File: config.mk
export PLATFORM = sky130hd
export DESIGN_NAME = adc_acquisition_control
export DESIGN_NICKNAME = d
export VERILOG_FILES = /design/src/hw/adc_ctrl_pkg.sv /design/src/hw/adc_acquisition_control.sv /design/src/hw/conv_tick_gen.sv
export SDC_FILE = /design/constraint.sdc
export NUM_CORES = 1
export LEC_CHECK = 0
export ABC_AREA = 1
export BUFFER_PORTS_ARGS = -buffer_cell sky130_fd_sc_hd__clkbuf_2
export CAP_MARGIN = 20
export CORE_ASPECT_RATIO = 1.75
export CORE_MARGIN = 5
export CORE_UTILIZATION = 49
export DETAILED_ROUTE_END_ITERATION = 12
export PLACE_DENSITY = 0.75
export SETUP_SLACK_MARGIN = 0.4
export SYNTH_ARGS = -nofsm -noshare
export SYNTH_HDL_FRONTEND = slang
export SYNTH_SLANG_ARGS = --single-unit
File: constraint.sdc
create_clock -name clk -period 1.52 [get_ports clk]
set_input_delay 0.076 -clock clk [delete_from_list [all_inputs] [get_ports clk]]
set_output_delay 0.076 -clock clk [all_outputs]
set_load 0.03 [all_outputs]
File: src/hw/adc_ctrl_pkg.sv
package adc_ctrl_pkg;

    // Control byte layout, most significant field first
    typedef struct packed {
        logic [1:0] power_mode;     // Clock and power-down mode
        logic acq_ext;              // 1: acquisition ends on a second write
        logic single_ended;         // 1: input referred to the shared return
        logic unipolar;             // 1: unipolar, 0: bipolar two's complement
        logic [2:0] channel;        // Input or input pair
    } ctrl_s;

    // Sequencer states, Gray coded along idle, acquire, convert
    typedef enum logic [1:0] {
        ST_IDLE = 2'b00,
        ST_ACQ_INT = 2'b01,
        ST_CONVERT = 2'b11,
        ST_ACQ_EXT = 2'b10
    } seq_state_e;

    // Power mode codes
    localparam logic [1:0] PM_SHUTDOWN = 2'h0;
    localparam logic [1:0] PM_STANDBY = 2'h1;
    localparam logic [1:0] PM_INT_CLK = 2'h2;
    localparam logic [1:0] PM_EXT_CLK = 2'h3;

    // After power-up: normal operation on the external conversion clock
    localparam ctrl_s CTRL_RESET = '{power_mode: PM_EXT_CLK, acq_ext: 1'b0, single_ended: 1'b0,
                                     unipolar: 1'b0, channel: 3'h0};

    // Timing
    localparam int CLK_PERIOD_NS = 100;
    localparam int INT_CONV_TIME_NS = 3600;
    localparam int CONV_TICKS = 13;
    localparam int ACQ_TICKS = 3;
    // System clocks per on-chip conversion clock period, rounded up
    localparam int INT_TICK_CYCLES = (INT_CONV_TIME_NS + CONV_TICKS * CLK_PERIOD_NS - 1)
                                     / (CONV_TICKS * CLK_PERIOD_NS);
    localparam int DIV_W = 2;
    localparam logic [DIV_W-1:0] INT_TICK_LAST = DIV_W'(INT_TICK_CYCLES - 1);

    localparam int CNT_W = 4;
    localparam logic [CNT_W-1:0] CNT_ZERO = 4'h0;
    localparam logic [CNT_W-1:0] CNT_ONE = 4'h1;
    localparam logic [CNT_W-1:0] ACQ_LAST = CNT_W'(ACQ_TICKS - 1);
    localparam logic [CNT_W-1:0] CONV_LAST = CNT_W'(CONV_TICKS - 1);

    // Result layout
    localparam int RES_W = 12;
    localparam logic [RES_W-1:0] SAR_MSB = 12'h800;
    localparam logic [RES_W-1:0] RES_ZERO = 12'h000;
    localparam logic [3:0] HI_PAD_ZERO = 4'h0;

endpackage

File: src/hw/adc_acquisition_control.sv
// Function
// - ACQ bit 0 write starts self-timed acquisition
// - Self-timed acquisition lasts three ticks, converts next
// - ACQ bit 1 write starts open-ended acquisition
// - Second write with ACQ 0 starts conversion
// - Second write may change power mode safely
// - Interrupt goes low when result ready
// - Interrupt returns high on read or write
// - Power-down codes keep last clock source
// - Reset selects external conversion clock
// - Power codes: shutdown, standby, internal, external
// - Bit 5 selects acquisition timing
// - Bit 4 selects single-ended or pseudo-differential
// - Bit 3 selects unipolar or bipolar
// - Low three bits select channel
// - Internal clock mode gives 3.9 us conversion
// - Every conversion takes thirteen clock ticks
// - Write during conversion aborts, restarts acquisition
// - Tracking begins on write strobe rising edge
// - Read returns low byte or padded high nibble
`timescale 1ns/1ps
`default_nettype none

module adc_acquisition_control
    import adc_ctrl_pkg::*;
(
    input wire logic clk,
    input wire logic reset,
    input wire logic cs_n,                  // Chip select
    input wire logic wr_n,                  // Write strobe
    input wire logic rd_n,                  // Read strobe
    input wire logic high_byte_enable,      // Read upper nibble when high
    input wire logic [7:0] data_in,         // Data bus, pin input
    output logic [7:0] data_out,            // Data bus, pin output
    output logic data_oe_n,                 // Low while the device drives the bus
    input wire logic conv_clk_in,           // Host-supplied conversion clock
    input wire logic compare_high,          // Comparator: input above DAC trial
    output logic [RES_W-1:0] dac_code,      // SAR trial code
    output logic track,                     // Track-and-hold tracking
    output ctrl_s active_config,            // Mux, polarity and power settings
    output logic ext_clk_sel,               // Conversion clock is the pin
    output logic shutdown_active,           // Full power-down in effect
    output logic standby_active,            // Standby power-down in effect
    output logic int_n                      // Conversion done, active low
);

    // Trial step: keep the tested bit only if the input is still above it
    function automatic logic [RES_W-1:0] sar_decide(input logic [RES_W-1:0] trial,
                                                    input logic [RES_W-1:0] mask,
                                                    input logic keep);
        sar_decide = keep ? trial : (trial & ~mask);
    endfunction

    seq_state_e state_reg;          // Sequencer state
    ctrl_s ctrl_reg;                // Latched control byte
    ctrl_s wr_byte;                 // Byte on the bus, as fields
    logic ext_clk_sel_reg;          // Clock source choice
    logic wr_prev_reg;              // Strobe history for edge detection
    logic rd_prev_reg;
    logic [CNT_W-1:0] cnt_reg;      // Ticks within acquisition or conversion
    logic [RES_W-1:0] trial_reg;    // Current DAC trial
    logic [RES_W-1:0] mask_reg;     // Bit under test
    logic [RES_W-1:0] result_reg;   // Last finished result
    logic [RES_W-1:0] decided;      // Trial after this step's decision
    logic int_n_reg;
    logic [7:0] data_out_reg;
    logic oe_n_reg;
    logic wr_event;                 // Write strobe rising edge with select low
    logic rd_event;                 // Start of a read cycle
    logic ends_ext;                 // Write closes an open-ended acquisition
    logic pd_normal;                // Written power code is a run mode
    logic running;
    logic tick;                     // One conversion clock period
    logic done;                     // Last conversion tick

    assign wr_byte = ctrl_s'(data_in);
    assign wr_event = !cs_n && wr_n && !wr_prev_reg;
    assign rd_event = !cs_n && !rd_n && rd_prev_reg;
    assign ends_ext = (state_reg == ST_ACQ_EXT) && !wr_byte.acq_ext;
    assign pd_normal = (wr_byte.power_mode == PM_INT_CLK) || (wr_byte.power_mode == PM_EXT_CLK);
    assign running = (state_reg == ST_ACQ_INT) || (state_reg == ST_CONVERT);
    assign done = tick && (state_reg == ST_CONVERT) && (cnt_reg == CONV_LAST) && !wr_event;
    assign decided = sar_decide(trial_reg, mask_reg, compare_high);

    // Conversion clock source: divider gives 13 x 3 x 100 ns = 3.9 us,
    // the nearest whole-cycle figure at or above 3.6 us
    conv_tick_gen u_tick (
        .clk(clk),
        .reset(reset),
        .ext_clk_sel(ext_clk_sel_reg),
        .run(running),
        .conv_clk_in(conv_clk_in),
        .tick(tick)
    );

    // Strobe history; idle bus level is high
    always_ff @(posedge clk) begin
        if (reset) begin
            wr_prev_reg <= 1'b1;
            rd_prev_reg <= 1'b1;
        end else begin
            wr_prev_reg <= wr_n | cs_n;
            rd_prev_reg <= rd_n | cs_n;
        end
    end

    // Control byte latch
    always_ff @(posedge clk) begin
        if (reset) begin
            ctrl_reg <= CTRL_RESET;
        end else if (wr_event && ends_ext) begin
            // Closing write: only the power code is taken, the mux stays put
            ctrl_reg.power_mode <= wr_byte.power_mode;
        end else if (wr_event) begin
            ctrl_reg <= wr_byte;
        end
    end

    // Clock source; power-down codes leave it alone
    always_ff @(posedge clk) begin
        if (reset) begin
            ext_clk_sel_reg <= 1'b1;
        end else if (wr_event && pd_normal) begin
            ext_clk_sel_reg <= (wr_byte.power_mode == PM_EXT_CLK);
        end
    end

    // Sequencer
    always_ff @(posedge clk) begin
        if (reset) begin
            state_reg <= ST_IDLE;
        end else if (wr_event) begin
            if (ends_ext) begin
                state_reg <= ST_CONVERT;
            end else if (!pd_normal) begin
                state_reg <= ST_IDLE; // Power-down request, no conversion
            end else if (wr_byte.acq_ext) begin
                state_reg <= ST_ACQ_EXT;
            end else begin
                state_reg <= ST_ACQ_INT;
            end
        end else if (tick) begin
            case (state_reg)
                ST_ACQ_INT: begin
                    if (cnt_reg == ACQ_LAST) begin
                        state_reg <= ST_CONVERT;
                    end
                end
                ST_CONVERT: begin
                    if (cnt_reg == CONV_LAST) begin
                        state_reg <= ST_IDLE;
                    end
                end
                default: begin
                    state_reg <= state_reg;
                end
            endcase
        end
    end

    // Tick counter, cleared by every write and at each phase boundary
    always_ff @(posedge clk) begin
        if (reset || wr_event) begin
            cnt_reg <= CNT_ZERO;
        end else if (tick && (state_reg == ST_ACQ_INT)) begin
            cnt_reg <= (cnt_reg == ACQ_LAST) ? CNT_ZERO : cnt_reg + CNT_ONE;
        end else if (tick && (state_reg == ST_CONVERT)) begin
            cnt_reg <= (cnt_reg == CONV_LAST) ? CNT_ZERO : cnt_reg + CNT_ONE;
        end
    end

    // Successive approximation: tick 0 samples, ticks 1..12 resolve MSB first
    always_ff @(posedge clk) begin
        if (reset) begin
            trial_reg <= RES_ZERO;
            mask_reg <= RES_ZERO;
        end else if (tick && (state_reg == ST_CONVERT) && !wr_event) begin
            if (cnt_reg == CNT_ZERO) begin
                trial_reg <= SAR_MSB;
                mask_reg <= SAR_MSB;
            end else begin
                trial_reg <= decided | (mask_reg >> 1);
                mask_reg <= mask_reg >> 1;
            end
        end
    end

    // Result only changes at completion, so a slow reader sees a stable value
    always_ff @(posedge clk) begin
        if (reset) begin
            result_reg <= RES_ZERO;
        end else if (done) begin
            result_reg <= decided;
        end
    end

    // Completion flag; completion wins over a read in the same cycle
    always_ff @(posedge clk) begin
        if (reset) begin
            int_n_reg <= 1'b1;
        end else if (done) begin
            int_n_reg <= 1'b0;
        end else if (wr_event || rd_event) begin
            int_n_reg <= 1'b1;
        end
    end

    // Read port: low byte, or high nibble padded by polarity
    always_ff @(posedge clk) begin
        if (reset) begin
            data_out_reg <= 8'h00;
            oe_n_reg <= 1'b1;
        end else begin
            oe_n_reg <= cs_n | rd_n;
            if (high_byte_enable) begin
                data_out_reg <= {ctrl_reg.unipolar ? HI_PAD_ZERO : {4{result_reg[RES_W-1]}},
                                 result_reg[RES_W-1:8]};
            end else begin
                data_out_reg <= result_reg[7:0];
            end
        end
    end

    assign data_out = data_out_reg;
    assign data_oe_n = oe_n_reg;
    assign int_n = int_n_reg;
    assign dac_code = trial_reg;
    assign active_config = ctrl_reg;
    assign ext_clk_sel = ext_clk_sel_reg;
    assign track = (state_reg == ST_ACQ_INT) || (state_reg == ST_ACQ_EXT);
    // New power code takes effect once no conversion is pending
    assign shutdown_active = (state_reg == ST_IDLE) && (ctrl_reg.power_mode == PM_SHUTDOWN);
    assign standby_active = (state_reg == ST_IDLE) && (ctrl_reg.power_mode == PM_STANDBY);

    chk_int_acq_start: assert property (@(posedge clk) disable iff (reset)
        wr_event && !ends_ext && pd_normal && !wr_byte.acq_ext |=> state_reg == ST_ACQ_INT && track)
        else $error("self-timed acquisition did not start");

    chk_acq_to_conv: assert property (@(posedge clk) disable iff (reset)
        state_reg == ST_ACQ_INT && tick && cnt_reg == ACQ_LAST && !wr_event
        |=> state_reg == ST_CONVERT && cnt_reg == CNT_ZERO)
        else $error("acquisition did not end after three ticks");

    chk_ext_acq_hold: assert property (@(posedge clk) disable iff (reset)
        state_reg == ST_ACQ_EXT && !wr_event |=> state_reg == ST_ACQ_EXT)
        else $error("open-ended acquisition ended without a write");

    chk_ext_acq_close: assert property (@(posedge clk) disable iff (reset)
        state_reg == ST_ACQ_EXT && wr_event && !wr_byte.acq_ext |=> state_reg == ST_CONVERT && !track)
        else $error("second write did not start conversion");

    chk_close_power: assert property (@(posedge clk) disable iff (reset)
        ends_ext && wr_event |=> ctrl_reg.power_mode == $past(wr_byte.power_mode)
        && ctrl_reg.channel == $past(ctrl_reg.channel) && state_reg == ST_CONVERT)
        else $error("closing write mishandled power code or channel");

    chk_done_int: assert property (@(posedge clk) disable iff (reset)
        done |=> !int_n && result_reg == $past(decided))
        else $error("completion not flagged");

    chk_int_clear: assert property (@(posedge clk) disable iff (reset)
        (wr_event || rd_event) && !done |=> int_n)
        else $error("interrupt not released by read or write");

    chk_clk_keep: assert property (@(posedge clk) disable iff (reset)
        wr_event && (wr_byte.power_mode == PM_SHUTDOWN || wr_byte.power_mode == PM_STANDBY)
        |=> $stable(ext_clk_sel_reg))
        else $error("power-down code changed clock source");

    chk_reset_clk: assert property (@(posedge clk)
        reset |=> ext_clk_sel_reg && int_n)
        else $error("reset did not select external clock");

    chk_conv_abort: assert property (@(posedge clk) disable iff (reset)
        state_reg == ST_CONVERT && wr_event && pd_normal && !wr_byte.acq_ext
        |=> state_reg == ST_ACQ_INT && cnt_reg == CNT_ZERO && int_n)
        else $error("write did not abort conversion");

    chk_conv_len: assert property (@(posedge clk) disable iff (reset)
        state_reg == ST_CONVERT && tick && cnt_reg == CONV_LAST && !wr_event
        |=> state_reg == ST_IDLE && !int_n)
        else $error("conversion ran past thirteen ticks");

    chk_read_high: assert property (@(posedge clk) disable iff (reset)
        high_byte_enable && !ctrl_reg.unipolar |=> data_out[7:4] == {4{$past(result_reg[RES_W-1])}})
        else $error("bipolar high nibble not sign padded");

    chk_hold_result: assert property (@(posedge clk) disable iff (reset)
        !int_n && !wr_event && !rd_event |=> !int_n && $stable(result_reg))
        else $error("result or interrupt moved before read");

endmodule // adc_acquisition_control

`default_nettype wire

File: src/hw/conv_tick_gen.sv
`timescale 1ns/1ps
`default_nettype none

// One-cycle enable per conversion clock period, from the on-chip divider
// or from falling edges of the host-supplied clock
module conv_tick_gen
    import adc_ctrl_pkg::*;
(
    input wire logic clk,
    input wire logic reset,
    input wire logic ext_clk_sel,
    input wire logic run,
    input wire logic conv_clk_in,
    output logic tick
);

    logic [DIV_W-1:0] div_cnt_reg; // On-chip clock divider
    logic ext_prev_reg;            // Previous level of the external clock
    logic int_tick;

    // Divider restarts whenever the sequencer is idle, so that the first
    // acquisition tick falls a full period after a write made while not running
    always_ff @(posedge clk) begin
        if (reset || !run) begin
            div_cnt_reg <= '0;
        end else if (div_cnt_reg == INT_TICK_LAST) begin
            div_cnt_reg <= '0;
        end else begin
            div_cnt_reg <= div_cnt_reg + 1'b1;
        end
    end

    // Edge memory for the external clock; the pin is already synchronous
    always_ff @(posedge clk) begin
        if (reset) begin
            ext_prev_reg <= 1'b0;
        end else begin
            ext_prev_reg <= conv_clk_in;
        end
    end

    assign int_tick = run && (div_cnt_reg == INT_TICK_LAST);

    // Sampling and SAR steps advance on falling edges of the external clock
    assign tick = ext_clk_sel ? (run && ext_prev_reg && !conv_clk_in) : int_tick;

endmodule // conv_tick_gen

`default_nettype wire

==> results.cfg <==
[layout]
antennaDiodeCount = 0
area_growth_pct = 48.2
drive_gt1_share_pct = 39.5
final_common_cell = nand2_1
nFillCells = 371
final_area_um2 = 4110
layout_common_cells = nand2_1 (68), dfxtp_1 (60), nor2_1 (49), clkbuf_2 (45), inv_1 (30)
nets = 490

[floorplanning]
io_pins = 50
dieArea_um2 = 7330
fp.dieW_um = 66.9
die_h_um = 110
row_count = 36
start_util_pct = 50.1
fp.coreArea_um2 = 5540

[global_routing]
grt_pass1_wl_mm = 11.4
grt_usage_pct = 20.7
grt_max_degree = 27
antenna_found_initial = 0
grt-ovfl-total = 0
first_global_vias = 2539

[timing]
fin_ws_ps = -111
max-slew-margin-rel_pct = 61.1
hold_violations = 1
setup_tns_ps = -522
fin_crit_sh_pct = 107
finalCriticalPeriod_ps = 1630
skew_ps = 10.8
max_freq_mhz = 613
slew_viol_final = 0
setup_viol = 19
worst_pin_slew_ps = 583
rsz0062_at_grt = true
worst_hold_slack_ps = -8.82

[clock_tree]
cts.sink_count = 65
cts_tree = done
numCtsBuffers = 9
cts-root-buf = clkbuf_8
htreeDepth = 3
cts_buffer_depth = 2
clk_latency_ps = 340
path_clk_slew_ps = 70

[detailed_routing]
first_iter_violations = 177
wirelength_mm = 8.98
via_per_inst = 5.29
firstDrtPassIters = 4
antenna_left = 0
vias = 2895
drc_errors = 0
wl_per_cell_um = 16.4

[yosys]
synth_top_area_share_pct = 46.9
yosys.area.top_type = dfxtp_1
ys_warn_count = 0
yosysSeqAreaShare_pct = 46.9
syn_inst = 377
syn-cell-area_um2 = 2780
syn_area_per_cell_um2 = 7.36
syn-num-nets = 401
synth_seq_cells = 65
ys_top_cells_by_area = dfxtp_1 (47%), nand2_1 (11%), a21oi_1 (7.2%)
synth.distinct_cells = 24

[setup_path]
start_kind = flop
end_kind = output pin
rr_endpoint = mask_reg[0]
ff2ff_path_depth = 9
reg2reg_from = u_tick.div_cnt_reg[1]
timing.reg2reg.setup_slack_ps = -70
path_class = reg2out
required_ps = 1440
cp.arrival_ps = 1560
worst-path-max-fanout = 4

[flow_run]
drv_cap = 0

[min_path]
min_from = data_in[1]
min_path_type = in2reg
worstHoldPathCells = 3
min_to = active_config[1]

[pwr]
leakage_uw = 0.00180
peakVddDrop_mv = 0.667
p_total_uw = 3640
p_per_area_nw_per_um2 = 884

[placed_design]
place.gp.congestion = 0.799
portBuffers = 49
hpwl_mm = 4.55
dpl-instance-area_um2 = 3270

[outcome]
violations = negative hold slack, negative setup slack
status = complete, but fails checks
worst max-delay path by stage:
stage                                from             end  slack (ps)
CTS                          state_reg[1]     dac_code[2]          30
global placement    u_tick.div_cnt_reg[0]   result_reg[2]          70
floorplan                    state_reg[1]  result_reg[10]          90
detailed placement           state_reg[1]     mask_reg[3]           5
global route                 state_reg[1]  standby_active        -140
finish                       state_reg[1]  standby_active        -110
critical path: stages (launching register included):
cell      delay (ps)
dfxtp_4          380
inv_4             60
buf_4            120
ha_4             150
inv_2             60
nor3b_2          230
clkbuf_8         210
final cells by class:
cell class | instances | area, um2 | area share, %
clock inverter | 2 | 60.1 | 1.46
timing repair buffer | 94 | 731 | 17.8
tap | 76 | 95.1 | 2.31
inverter | 40 | 165 | 4.01
sequential | 65 | 1310 | 31.9
clock buffer | 14 | 163 | 3.95
multi-input combinational | 256 | 1590 | 38.6
synth_stat cells (all sizes together):
library cell,number
nand2,83
dfxtp,65
nor2,54
a21oi,40
inv,39
o21ai,35
nand3,17
nor3,12
clkbuf,9
ha,8
buf,7
nand4,3
clkinv,1
nand3b,1
nor3b,1
o21bai,1
xor2,1
routing by layer:
layer | part of all wire [%] | up-vias | GRT usage (%)
met5 | 0 | - | 0
met4 | 5.2 | 0 | 11.3
met3 | 5.8 | 41 | 4.50
met2 | 56 | 120 | 37.6
met1 | 33 | 1347 | 21.5
li1 | - | 1387 | -
timing repair:
action | in CTS | in global routing
pin swaps | 11 | 18
endpoints found under the hold margin | 6 | 0
hold buffers | 8 | 0
endpoints found under the setup margin | 53 | 55
gates cloned | 2 | 0
buffers inserted | 6 | 13
resized for setup | 49 | 63
power by group:
group	switching, uW	internal (uW)
Sequential	10.7	1710
Clock	645	1020
Combinational	152	98.4
cell families after synthesis:
family	count (synthesis)	share of synthesized area [%]
AO/OA/AOI/OAI	76	13.8
flip-flops	65	46.9
adder cells (fa/ha/maj)	8	3.61
buffers and inverters	56	8.93
AND/OR/NAND/NOR	171	26.5
XOR/XNOR	1	0.316
stage by stage:
step | cells | worst slack [ps] | util [%]
6_report | 547 | -111 | 74.3
5_1_grt | 547 | -141 | 74.3
4_1_cts | 534 | 29.1 | 68.4
3_5_place_dp | 502 | 4.92 | 59.0
3_3_place_gp | 502 | 68.8 | 59.0
2_1_floorplan | 377 | 92.8 | -
(Power assumes the default switching activity.)
